### src/rtl/acs_pkg.sv
// Behaviour
// - software start bit, with power reduction off, begins one conversion; cleared at end
// - channel change during a conversion applies only after it completes
// - auto trigger rising edge resets prescaler and starts a conversion
// - trigger high at completion or edges during conversion start nothing
// - done flag sets regardless of interrupt enables; software clears it
// - done flag as trigger gives free running; first started by start bit
// - start bit works with auto trigger; start bit reads one while busy
// - prescaler counts while enable set, held in reset while enable low
// - software start begins at the next rising converter clock edge
// - normal conversion 13 converter cycles, first after enable 25
// - sample at 1.5 cycles normally, 13.5 cycles on first conversion
// - at completion write result, set done flag, clear start bit in single mode
// - auto triggered: sample 2 cycles after trigger, three core cycles sync
// - free running restarts immediately and keeps start bit high
// - selection buffer copies until start, freezes, resumes in last cycle
// - free running: change after first completion affects later results only
// - input above reference yields full scale code
// - low byte read blocks result update until high byte read
// - result right adjusted by default, left adjusted with left adjust bit
// - selections not applied until converter enable bit set
package acs_pkg;
  // register byte addresses on the apb bus
  localparam logic [7:0] ACS_CTRL_A_OFS = 8'h00;
  localparam logic [7:0] ACS_CTRL_B_OFS = 8'h04;
  localparam logic [7:0] ACS_INSEL_OFS = 8'h08;
  localparam logic [7:0] ACS_RES_LO_OFS = 8'h0C;
  localparam logic [7:0] ACS_RES_HI_OFS = 8'h10;
  localparam logic [7:0] ACS_PWR_OFS = 8'h14;
  // control a bit positions
  localparam int ACS_EN_BIT = 7;
  localparam int ACS_START_BIT = 6;
  localparam int ACS_ATE_BIT = 5;
  localparam int ACS_DONE_BIT = 4;
  localparam int ACS_PS_LSB = 0;
  // input select bit positions
  localparam int ACS_REF_LSB = 6;
  localparam int ACS_LADJ_BIT = 5;
  localparam int ACS_CH_LSB = 0;
  // conversion timing in converter clock cycles, sample instants in half cycles; then trigger select and power defaults
  localparam logic [5:0] ACS_NORM_CYC = 6'h0D;
  localparam logic [5:0] ACS_FIRST_CYC = 6'h19;
  localparam logic [5:0] ACS_NORM_SH_HALF = 6'h03;
  localparam logic [5:0] ACS_FIRST_SH_HALF = 6'h1B;
  localparam logic [5:0] ACS_AUTO_SH_HALF = 6'h04;
  localparam logic [2:0] ACS_TS_FREE = 3'h0;
  localparam logic [31:0] ACS_PWR_RST = 32'h0000_0001;
  // frozen selection carried to the analog front end
  typedef struct packed {
    logic [1:0] ref_sel;
    logic [3:0] chan_sel;
  } acs_sel_t;
  typedef enum logic [1:0] {
    ACS_IDLE = 2'b01,
    ACS_CONV = 2'b10
  } acs_state_t;
endpackage

### src/rtl/acs_adc_conversion_sequencer.sv
// Decided for this implementation: the register offsets and the APB register port.
`timescale 1ns/1ps
`default_nettype none
module acs_adc_conversion_sequencer
  import acs_pkg::*;
#(
  parameter int TRIG_W = 8 // number of auto trigger sources
)
(
  input wire logic CORE_CLK_I, // 20 MHz core clock
  input wire logic RST_N_I, // async reset, active low
  input wire logic PSEL_I, // apb select
  input wire logic PENABLE_I, // apb access phase
  input wire logic PWRITE_I, // apb direction
  input wire logic [7:0] PADDR_I, // apb byte address
  input wire logic [31:0] PWDATA_I, // apb write data
  output logic [31:0] PRDATA_O, // apb read data
  output logic PREADY_O, // apb ready, always one
  output logic PSLVERR_O, // apb error on unmapped address
  input wire logic [TRIG_W-1:1] TRIG_I, // on-chip trigger sources, same clock
  input wire logic [9:0] CONV_CODE_I, // code from successive approximation array
  output logic SAMPLE_O, // one-cycle pulse at sample and hold instant
  output logic [5:0] SEL_O, // frozen reference and channel selection
  output logic CONV_DONE_O, // one-cycle pulse at conversion end
  output logic CONV_BUSY_O // conversion in progress
);
  logic apb_wr;
  logic apb_rd;
  logic [31:0] ctrl_a_q, ctrl_a_d;
  logic [2:0] tsel_q, tsel_d;
  logic [7:0] insel_q, insel_d;
  logic pwr_red_q, pwr_red_d;
  logic [9:0] res_q, res_d;
  logic lock_q, lock_d;
  logic [6:0] pre_q, pre_d;
  logic [7:0] pre_div;
  logic adc_edge;
  logic adc_fall;
  acs_state_t st_q, st_d;
  logic [5:0] half_q, half_d;
  logic [5:0] len_q, len_d;
  logic [5:0] sh_q, sh_d;
  logic first_q, first_d;
  logic pend_q, pend_d;
  logic trig_q, trig_d;
  logic [2:0] sync_q, sync_d;
  acs_sel_t sel_q, sel_d;
  logic trig_now;
  logic start_req;
  logic auto_start;
  logic done;
  logic free_run;
  logic sample;

  // prescaler divide factor from the 3-bit select field
  function automatic logic [7:0] div_of(input logic [2:0] ps);
    div_of = (ps == 3'h0) ? 8'h02 : 8'(8'h01 << ps); // eight bits, so divide by 128 does not wrap to zero
  endfunction

  assign apb_wr = PSEL_I & PENABLE_I & PWRITE_I;
  assign apb_rd = PSEL_I & PENABLE_I & ~PWRITE_I;
  assign PREADY_O = 1'b1;
  assign free_run = ctrl_a_q[ACS_ATE_BIT] & (tsel_q == ACS_TS_FREE);
  assign trig_now = (tsel_q == ACS_TS_FREE) ? ctrl_a_q[ACS_DONE_BIT] : TRIG_I[tsel_q];
  assign pre_div = div_of(ctrl_a_q[ACS_PS_LSB +: 3]);
  // one rising converter edge per divided period, a falling half way
  assign adc_edge = ctrl_a_q[ACS_EN_BIT] && ({1'b0, pre_q} == pre_div - 8'h01);
  assign adc_fall = ctrl_a_q[ACS_EN_BIT] && ({1'b0, pre_q} == (pre_div >> 1) - 8'h01);
  // rising edges meet odd half counts, so the closing edge sees twice the length minus one
  assign done = (st_q == ACS_CONV) && adc_edge && (half_q == (len_q << 1) - 6'h01) && !sync_q[0];
  assign sample = (st_q == ACS_CONV) && (adc_edge || adc_fall) && (half_q == sh_q - 6'h01) && sync_q == 3'h0;
  // auto trigger start after three core cycles of synchronisation
  assign auto_start = sync_q[2] && (st_q == ACS_IDLE);
  assign start_req = pend_q && adc_edge && (st_q == ACS_IDLE);

  // apb decode; unmapped addresses answer with pslverr
  always_comb
  begin
    PRDATA_O = 32'h0000_0000;
    PSLVERR_O = 1'b0;
    if (PADDR_I == ACS_CTRL_A_OFS)
      PRDATA_O = {24'h00_0000, ctrl_a_q[7:0]};
    else if (PADDR_I == ACS_CTRL_B_OFS)
      PRDATA_O = {29'h0000_0000, tsel_q};
    else if (PADDR_I == ACS_INSEL_OFS)
      PRDATA_O = {24'h00_0000, insel_q[7:5], 1'b0, insel_q[3:0]};
    else if (PADDR_I == ACS_RES_LO_OFS)
      PRDATA_O = insel_q[ACS_LADJ_BIT] ? {24'h00_0000, res_q[1:0], 6'h00} : {24'h00_0000, res_q[7:0]};
    else if (PADDR_I == ACS_RES_HI_OFS)
      PRDATA_O = insel_q[ACS_LADJ_BIT] ? {24'h00_0000, res_q[9:2]} : {30'h0000_0000, res_q[9:8]};
    else if (PADDR_I == ACS_PWR_OFS)
      PRDATA_O = {31'h0000_0000, pwr_red_q};
    else
      PSLVERR_O = PSEL_I & PENABLE_I;
  end

  // software registers, start bit and done flag
  always_comb
  begin
    ctrl_a_d = ctrl_a_q;
    tsel_d = tsel_q;
    insel_d = insel_q;
    pwr_red_d = pwr_red_q;
    pend_d = pend_q;
    if (apb_wr && PADDR_I == ACS_CTRL_A_OFS)
    begin
      ctrl_a_d[7:0] = {PWDATA_I[7], ctrl_a_q[6], PWDATA_I[5], ctrl_a_q[4], PWDATA_I[3:0]};
      if (PWDATA_I[ACS_START_BIT] && !pwr_red_q && PWDATA_I[ACS_EN_BIT])
      begin
        ctrl_a_d[ACS_START_BIT] = 1'b1;
        pend_d = (st_q == ACS_IDLE);
      end
      if (PWDATA_I[ACS_DONE_BIT]) // write one clears done flag
        ctrl_a_d[ACS_DONE_BIT] = 1'b0;
    end
    if (apb_wr && PADDR_I == ACS_CTRL_B_OFS)
      tsel_d = PWDATA_I[2:0];
    if (apb_wr && PADDR_I == ACS_INSEL_OFS)
      insel_d = {PWDATA_I[7:5], 1'b0, PWDATA_I[3:0]};
    if (apb_wr && PADDR_I == ACS_PWR_OFS)
      pwr_red_d = PWDATA_I[0];
    if (start_req || auto_start)
      pend_d = 1'b0;
    if (auto_start)
      ctrl_a_d[ACS_START_BIT] = 1'b1;
    // set wins over a same-cycle software clear
    if (done)
      ctrl_a_d[ACS_DONE_BIT] = 1'b1;
    if (done && !free_run)
      ctrl_a_d[ACS_START_BIT] = 1'b0;
    if (!ctrl_a_d[ACS_EN_BIT])
    begin
      ctrl_a_d[ACS_START_BIT] = 1'b0;
      pend_d = 1'b0;
    end
  end

  // prescaler held in reset while disabled, restarted by a trigger
  always_comb
  begin
    pre_d = pre_q + 7'h01;
    if (!ctrl_a_q[ACS_EN_BIT] || adc_edge)
      pre_d = 7'h00;
    if (sync_q[2] && st_q == ACS_IDLE)
      pre_d = 7'h00;
  end

  // trigger edge detection; edges during conversion are dropped
  always_comb
  begin
    trig_d = trig_now;
    sync_d = {sync_q[1:0], 1'b0};
    if (ctrl_a_q[ACS_ATE_BIT] && !free_run && trig_now && !trig_q && st_q == ACS_IDLE && sync_q == 3'h0 && !pend_q)
      sync_d[0] = 1'b1;
  end

  // conversion sequencer counting converter half cycles
  always_comb
  begin
    st_d = st_q;
    half_d = half_q;
    len_d = len_q;
    sh_d = sh_q;
    first_d = first_q;
    if (!ctrl_a_q[ACS_EN_BIT])
      first_d = 1'b1;
    case (st_q)
      ACS_IDLE:
      begin
        if (start_req || auto_start)
        begin
          st_d = ACS_CONV;
          half_d = 6'h00;
          len_d = first_q ? ACS_FIRST_CYC : ACS_NORM_CYC;
          sh_d = first_q ? ACS_FIRST_SH_HALF : (auto_start ? ACS_AUTO_SH_HALF : ACS_NORM_SH_HALF);
          first_d = 1'b0;
        end
      end
      ACS_CONV:
      begin
        if (adc_edge || adc_fall)
          half_d = half_q + 6'h01;
        if (done)
        begin
          half_d = 6'h00;
          st_d = free_run ? ACS_CONV : ACS_IDLE;
          len_d = ACS_NORM_CYC;
          sh_d = ACS_NORM_SH_HALF;
        end
      end
      default: st_d = ACS_IDLE;
    endcase
    // follow the enable as written, so the start bit and the state drop together
    if (!ctrl_a_d[ACS_EN_BIT])
      st_d = ACS_IDLE;
  end

  // selection buffer, while enabled: copy when idle or in last cycle, frozen otherwise
  always_comb
  begin
    sel_d = sel_q;
    if (ctrl_a_q[ACS_EN_BIT] && (st_q == ACS_IDLE || half_q >= (len_q << 1) - 6'h02))
      sel_d = '{ref_sel: insel_q[7:6], chan_sel: insel_q[3:0]};
  end

  // result registers with low-then-high read lock
  always_comb
  begin
    res_d = res_q;
    lock_d = lock_q;
    if (apb_rd && PADDR_I == ACS_RES_LO_OFS)
      lock_d = 1'b1;
    if (apb_rd && PADDR_I == ACS_RES_HI_OFS)
      lock_d = 1'b0;
    if (done && !lock_q)
      res_d = CONV_CODE_I;
  end

  // register stage
  always_ff @(posedge CORE_CLK_I or negedge RST_N_I)
  begin
    if (!RST_N_I)
    begin
      ctrl_a_q <= 32'h0000_0000;
      tsel_q <= 3'h0;
      insel_q <= 8'h00;
      pwr_red_q <= ACS_PWR_RST[0];
      pend_q <= 1'b0;
      pre_q <= 7'h00;
      trig_q <= 1'b0;
      sync_q <= 3'h0;
      st_q <= ACS_IDLE;
      half_q <= 6'h00;
      len_q <= ACS_NORM_CYC;
      sh_q <= ACS_NORM_SH_HALF;
      first_q <= 1'b1;
      sel_q <= '0;
      res_q <= 10'h000;
      lock_q <= 1'b0;
      SAMPLE_O <= 1'b0;
      CONV_DONE_O <= 1'b0;
    end
    else
    begin
      ctrl_a_q <= ctrl_a_d;
      tsel_q <= tsel_d;
      insel_q <= insel_d;
      pwr_red_q <= pwr_red_d;
      pend_q <= pend_d;
      pre_q <= pre_d;
      trig_q <= trig_d;
      sync_q <= sync_d;
      st_q <= st_d;
      half_q <= half_d;
      len_q <= len_d;
      sh_q <= sh_d;
      first_q <= first_d;
      sel_q <= sel_d;
      res_q <= res_d;
      lock_q <= lock_d;
      SAMPLE_O <= sample;
      CONV_DONE_O <= done;
    end
  end

  assign SEL_O = sel_q;
  assign CONV_BUSY_O = (st_q == ACS_CONV);

  // assertions
  property p_start_reads_one;
    @(posedge CORE_CLK_I) disable iff (!RST_N_I) (st_q == ACS_CONV) |-> ctrl_a_q[ACS_START_BIT];
  endproperty
  a_start_reads_one: assert property (p_start_reads_one) else $error("start bit low in conversion");
  property p_done_sets_flag;
    @(posedge CORE_CLK_I) disable iff (!RST_N_I) done |=> ctrl_a_q[ACS_DONE_BIT];
  endproperty
  a_done_sets_flag: assert property (p_done_sets_flag) else $error("done flag not set");
  property p_single_clears;
    @(posedge CORE_CLK_I) disable iff (!RST_N_I) (done && !free_run && ctrl_a_q[ACS_EN_BIT])
      |=> !ctrl_a_q[ACS_START_BIT] && st_q == ACS_IDLE;
  endproperty
  a_single_clears: assert property (p_single_clears) else $error("start bit not cleared");
  property p_free_keeps;
    @(posedge CORE_CLK_I) disable iff (!RST_N_I) (done && free_run && ctrl_a_d[ACS_EN_BIT])
      |=> st_q == ACS_CONV && ctrl_a_q[ACS_START_BIT];
  endproperty
  a_free_keeps: assert property (p_free_keeps) else $error("free run stopped");
  property p_pre_reset;
    @(posedge CORE_CLK_I) disable iff (!RST_N_I) !ctrl_a_q[ACS_EN_BIT] |=> pre_q == 7'h00;
  endproperty
  a_pre_reset: assert property (p_pre_reset) else $error("prescaler runs while disabled");
  property p_sel_frozen;
    @(posedge CORE_CLK_I) disable iff (!RST_N_I) (st_q == ACS_CONV && $past(st_q) == ACS_CONV
      && half_q < (len_q << 1) - 6'h02 && half_q != 6'h00) |-> $stable(sel_q);
  endproperty
  a_sel_frozen: assert property (p_sel_frozen) else $error("selection changed in conversion");
  property p_lock;
    @(posedge CORE_CLK_I) disable iff (!RST_N_I) (done && lock_q) |=> $stable(res_q);
  endproperty
  a_lock: assert property (p_lock) else $error("result updated while locked");
  property p_sync3;
    @(posedge CORE_CLK_I) disable iff (!RST_N_I) (sync_q[0] && st_q == ACS_IDLE)
      |-> ##2 st_q == ACS_IDLE ##1 st_q == ACS_CONV;
  endproperty
  a_sync3: assert property (p_sync3) else $error("trigger sync not three cycles");
  property p_no_power;
    @(posedge CORE_CLK_I) disable iff (!RST_N_I) (pwr_red_q && !ctrl_a_q[ACS_ATE_BIT] && st_q == ACS_IDLE && !pend_q)
      |=> st_q == ACS_IDLE;
  endproperty
  a_no_power: assert property (p_no_power) else $error("started under power reduction");

  // helper for the checks: core cycles spent in the running conversion
  logic [11:0] conv_cyc_q, conv_cyc_d;
  always_comb
  begin
    conv_cyc_d = conv_cyc_q + 12'h001;
    if (st_q != ACS_CONV || done)
      conv_cyc_d = 12'h000;
  end
  // helper register, apart from the half cycle count so it can judge it
  always_ff @(posedge CORE_CLK_I or negedge RST_N_I)
  begin
    if (!RST_N_I)
      conv_cyc_q <= 12'h000;
    else
      conv_cyc_q <= conv_cyc_d;
  end
  property p_conv_len;
    @(posedge CORE_CLK_I) disable iff (!RST_N_I) done |-> conv_cyc_q == ({6'h00, len_q} * {4'h0, pre_div}) - 12'h001;
  endproperty
  a_conv_len: assert property (p_conv_len) else $error("conversion length wrong");
  property p_start_edge;
    @(posedge CORE_CLK_I) disable iff (!RST_N_I) (start_req && ctrl_a_d[ACS_EN_BIT]) |=> st_q == ACS_CONV;
  endproperty
  a_start_edge: assert property (p_start_edge) else $error("software start not taken at edge");
  property p_auto_pre;
    @(posedge CORE_CLK_I) disable iff (!RST_N_I) auto_start |=> pre_q == 7'h00;
  endproperty
  a_auto_pre: assert property (p_auto_pre) else $error("prescaler not reset by trigger");
  property p_edge_ignored;
    @(posedge CORE_CLK_I) disable iff (!RST_N_I) (st_q == ACS_CONV && ctrl_a_q[ACS_ATE_BIT] && trig_now && !trig_q)
      |=> !sync_q[0];
  endproperty
  a_edge_ignored: assert property (p_edge_ignored) else $error("trigger edge taken in conversion");
  property p_sel_en;
    @(posedge CORE_CLK_I) disable iff (!RST_N_I) !ctrl_a_q[ACS_EN_BIT] |=> $stable(sel_q);
  endproperty
  a_sel_en: assert property (p_sel_en) else $error("selection applied while disabled");
  c_single: cover property (@(posedge CORE_CLK_I) disable iff (!RST_N_I) done && !free_run);
  c_free: cover property (@(posedge CORE_CLK_I) disable iff (!RST_N_I) done && free_run);
  c_auto: cover property (@(posedge CORE_CLK_I) disable iff (!RST_N_I) auto_start);
  c_lost: cover property (@(posedge CORE_CLK_I) disable iff (!RST_N_I) done && lock_q);
  c_first: cover property (@(posedge CORE_CLK_I) disable iff (!RST_N_I) done && len_q == ACS_FIRST_CYC);
endmodule // acs_adc_conversion_sequencer
`default_nettype wire

### config.mk
export PLATFORM = sky130hd
export DESIGN_NAME = acs_adc_conversion_sequencer
export DESIGN_NICKNAME = d
export VERILOG_FILES = /design/src/rtl/acs_pkg.sv /design/src/rtl/acs_adc_conversion_sequencer.sv
export SDC_FILE = /design/constraint.sdc
export NUM_CORES = 1
export LEC_CHECK = 0
export BUFFER_PORTS_ARGS = -buffer_cell sky130_fd_sc_hd__buf_2
export CORE_AREA = 5 5 94 96
export DETAILED_ROUTE_END_ITERATION = 7
export DIE_AREA = 0 0 99 101
export GPL_TIMING_DRIVEN = 0
export HOLD_SLACK_MARGIN = 0.08
export MAX_ROUTING_LAYER = met4
export PLACE_DENSITY = 0.78
export SLEW_MARGIN = 25
export SYNTH_ARGS = -nofsm -noshare
export SYNTH_HDL_FRONTEND = slang
export SYNTH_SLANG_ARGS = --single-unit
### constraint.sdc
create_clock -name CORE_CLK_I -period 3.99 [get_ports CORE_CLK_I]
set_clock_uncertainty 0.05 [all_clocks]
set_input_delay 0.1995 -clock CORE_CLK_I [delete_from_list [all_inputs] [get_ports CORE_CLK_I]]
set_output_delay 0.1995 -clock CORE_CLK_I [all_outputs]
set_load 0.005 [all_outputs]
==> reports/results.ini <==
[outcome]
status=finished clean

[sta]
post-route-period-util=0.875
worst_pin_slew_ps=888
fmax_ghz=0.286
min_period_ps=3490
max_slew_margin=0.399
grt_setup_unrepaired=false
drv_slew=0
final.setup.tns_ps=0
hold_viol_final=0
setup_viol=0

[power]
pwr-share-clk=0.451
seq_power_share=0.467
leakage_uw=0.00234
vdd_drop_max_uv=169
switching_share=0.240
pwr-share-comb=0.082
p_per_area_mw_per_mm2=281
p_switching_uw=332
finalPower_uw=1380
intPower_uw=1050

[clock_tree]
cts_buffer_depth=2
cts_setup_buffers=0
cts_tree=built
htree_levels=3
clock_sinks=63
cts_root_buf=clkbuf_8
cts.reportedPaths.clkPinSlew_ps=80
cts-buffers-inserted=9
clock_latency_ps=350

[drt]
wire_per_inst_um=15.9
wl_um=9910
remaining_drc_errors=0
drtAntennaViolNets=0
vias=3435
firstDrtPassIters=4
drt_iter0_markers=231
viasPerCell=5.52

[cells_and_area]
multi_input_area_mm2=0.00218
layout-drive-gt1-share=0.323
layout_commonest_cell=dfrtp_1
antennaDiodeCount=0
n_fill_cell=673
nNetsFinal=585
seqCellArea_mm2=0.00158
area_delta_synth_final_pct=21.8
final_cell_mix=dfrtp_1, buf_2, nand2_1, mux2_2, buf_4

[critical_path]
cp.arrival_ps=3680
worstPathCellList=buf_6, or2_2, ha_1, buf_1, o311ai_1, nor4b_2, o31ai_4, a21o_4, mux2_4
critical_path.startpoint_type=flop
r2r_slack_ps=500
required_ps=4180
endpoint_kind=flop
crit_family=compound AO/OA/AOI/OAI gates
r2r_start=ctrl_a_q[1]
slowest_delay_ps=820
crit_fanout=10
rr_worst_depth=9
crit_type=flop to flop
crit_slowest_cell=o311ai_1
r2r_end=half_q[0]
path_buf_inv=2

[global_routing]
grt_pass1_wl_um=16400
grt_pass1_vias=3350
grt_overflow=0
antenna_found_initial=0
grt_use_total=0.213
grt_max_degree=64

[floorplan]
core_mm2=0.00797
num_rows=33
start_util=0.507
die_area_mm2=0.0100
die_h_um=101
io_pins=105
dieWidth_um=99

[synthesis]
avgSynthCellArea_um2=9.90
netlist_area_mm2=0.00404
seq_area_frac_synth=0.392
synth_edf_count=0
postSynth.asyncResetShare=1.00
synthFlopType=dfrtp_1
synth.distinct_cells=74
ys.warnings.count=0
ys_ff_latch=63
synth_cells=408

[worst_hold_path]
hold_path_end=ctrl_a_q[0]
min_from=PWDATA_I[0]
hp-class=input pin to flop
min_path_cells=2

[job]
drv_cap=0

[placed_design]
dp_hpwl_um=7120
io_buffers=53
finalWeightedCongestion=0.894

==> registers in the layout (all words and copies together), names as in the netlist <==
register and count:
first_q 1, insel_q 7, CONV_DONE_O 1, tsel_q 3, lock_q 1, len_q 1
SAMPLE_O 1, pre_q 7, trig_q 1, pwr_red_q 1, SEL_O 6, res_q 10
ctrl_a_q 8, pend_q 1, st_q 2, sh_q 3, half_q 6, sync_q 3
==> cell type report <==
cell class / count / area share
multi-input cells: 302 / 0.443
clock inverters: 7 / 0.0198
clock buffers: 9 / 0.0252
repair buffers: 70 / 0.0890
flip-flops and latches: 63 / 0.322
well taps: 105 / 0.0267
plain buffers: 45 / 0.0585
inverters: 21 / 0.0160
==> worst reg2reg max path, cell delays in order, from the launching register on <==
cell	delay, ps
dfrtp_1	470
buf_6	180
or2_2	310
ha_1	190
buf_1	200
o311ai_1	820
nor4b_2	170
o31ai_4	420
a21o_4	250
mux2_4	300
==> worst max path at each step <==
| stage | startpoint | end | slack [ps] | cells after the start |
|---|---|---|---|---|
| final | ctrl_a_q[1] | half_q[0] | 500 | 9 |
| after global routing | ctrl_a_q[1] | half_q[0] | 310 | 9 |
| after CTS | ctrl_a_q[1] | half_q[0] | 490 | 9 |
| after detailed placement | ctrl_a_q[1] | half_q[0] | 520 | 9 |
| after global placement | ctrl_a_q[1] | half_q[0] | 590 | 9 |
| after floorplan | ctrl_a_q[1] | half_q[0] | 890 | 9 |
==> per-layer routing <==
| metal | up-vias | global-route usage | wire (um) |
|---|---|---|---|
| li1 | 1635 | - | - |
| met4 | 0 | 0.0777 | 256 |
| met5 | - | - | 0 |
| met3 | 26 | 0.0484 | 628 |
| met2 | 142 | 0.342 | 4860 |
| met1 | 1632 | 0.263 | 4160 |
==> through the flow <==
stage	util	cells	area, um2	setup slack [ps]	hold WS, ps
finish	0.617	622	4920	498	102
global route	0.617	622	4920	306	89.1
CTS	0.617	622	4920	492	93.8
detailed placement	0.568	589	4530	525	286
global placement	0.567	589	4520	592	313
floorplan	-	431	4120	886	-146
==> cell families (layout without fill, tap and decap cells) <==
| logic type | Yosys count | count (layout) | share of synthesized area |
|---|---|---|---|
| AND/OR/NAND/NOR | 124 | 124 | 0.158 |
| AO/OA/AOI/OAI | 86 | 86 | 0.173 |
| buffers and inverters | 66 | 152 | 0.0908 |
| flip-flops | 63 | 63 | 0.392 |
| multiplexers | 42 | 42 | 0.119 |
| XOR/XNOR | 13 | 13 | 0.0282 |
| adder cells (fa/ha/maj) | 12 | 12 | 0.0366 |
| other | 2 | 25 | 0.00186 |
==> synthesized netlist by cell type (all sizes together) (4+ instances only) <==
cell / number / share of area
a31oi: 6 / 0.011
nand4: 4 / 0.0062
nor2: 27 / 0.026
buf: 35 / 0.062
nor4: 7 / 0.015
o41ai: 4 / 0.012
ha: 11 / 0.034
dfstp: 5 / 0.033
o21ai: 11 / 0.014
mux2: 36 / 0.10
mux2i: 5 / 0.012
a21oi: 15 / 0.019
clkbuf: 10 / 0.0093
o22ai: 4 / 0.0062
nand2b: 5 / 0.0077
nand2: 38 / 0.036
nand3: 12 / 0.015
o31ai: 6 / 0.020
xor2: 4 / 0.0087
a221o: 4 / 0.0099
inv: 21 / 0.020
nor3: 7 / 0.0087
xnor2: 9 / 0.020
a32oi: 4 / 0.0087
or2: 4 / 0.0062
dfrtp: 58 / 0.36
==> power by group through the flow <==
stage                     Combinational [uW]  Clock [uW]  Sequential [uW]
after detailed placement                99.0           0              658
after global placement                  97.7           0              658
after CTS                                112         639              646
after global routing                     127         670              646
final                                    113         625              646
after floorplan                         57.8           0              657
==> repair_timing <==
| action | 4_1_cts | 5_1_grt |
|---|---|---|
| gates resized for setup | 0 | 0 |
| hold endpoints to repair | 78 | 0 |
| hold buffers | 17 | 0 |
Power figures use the tool's default switching activity.
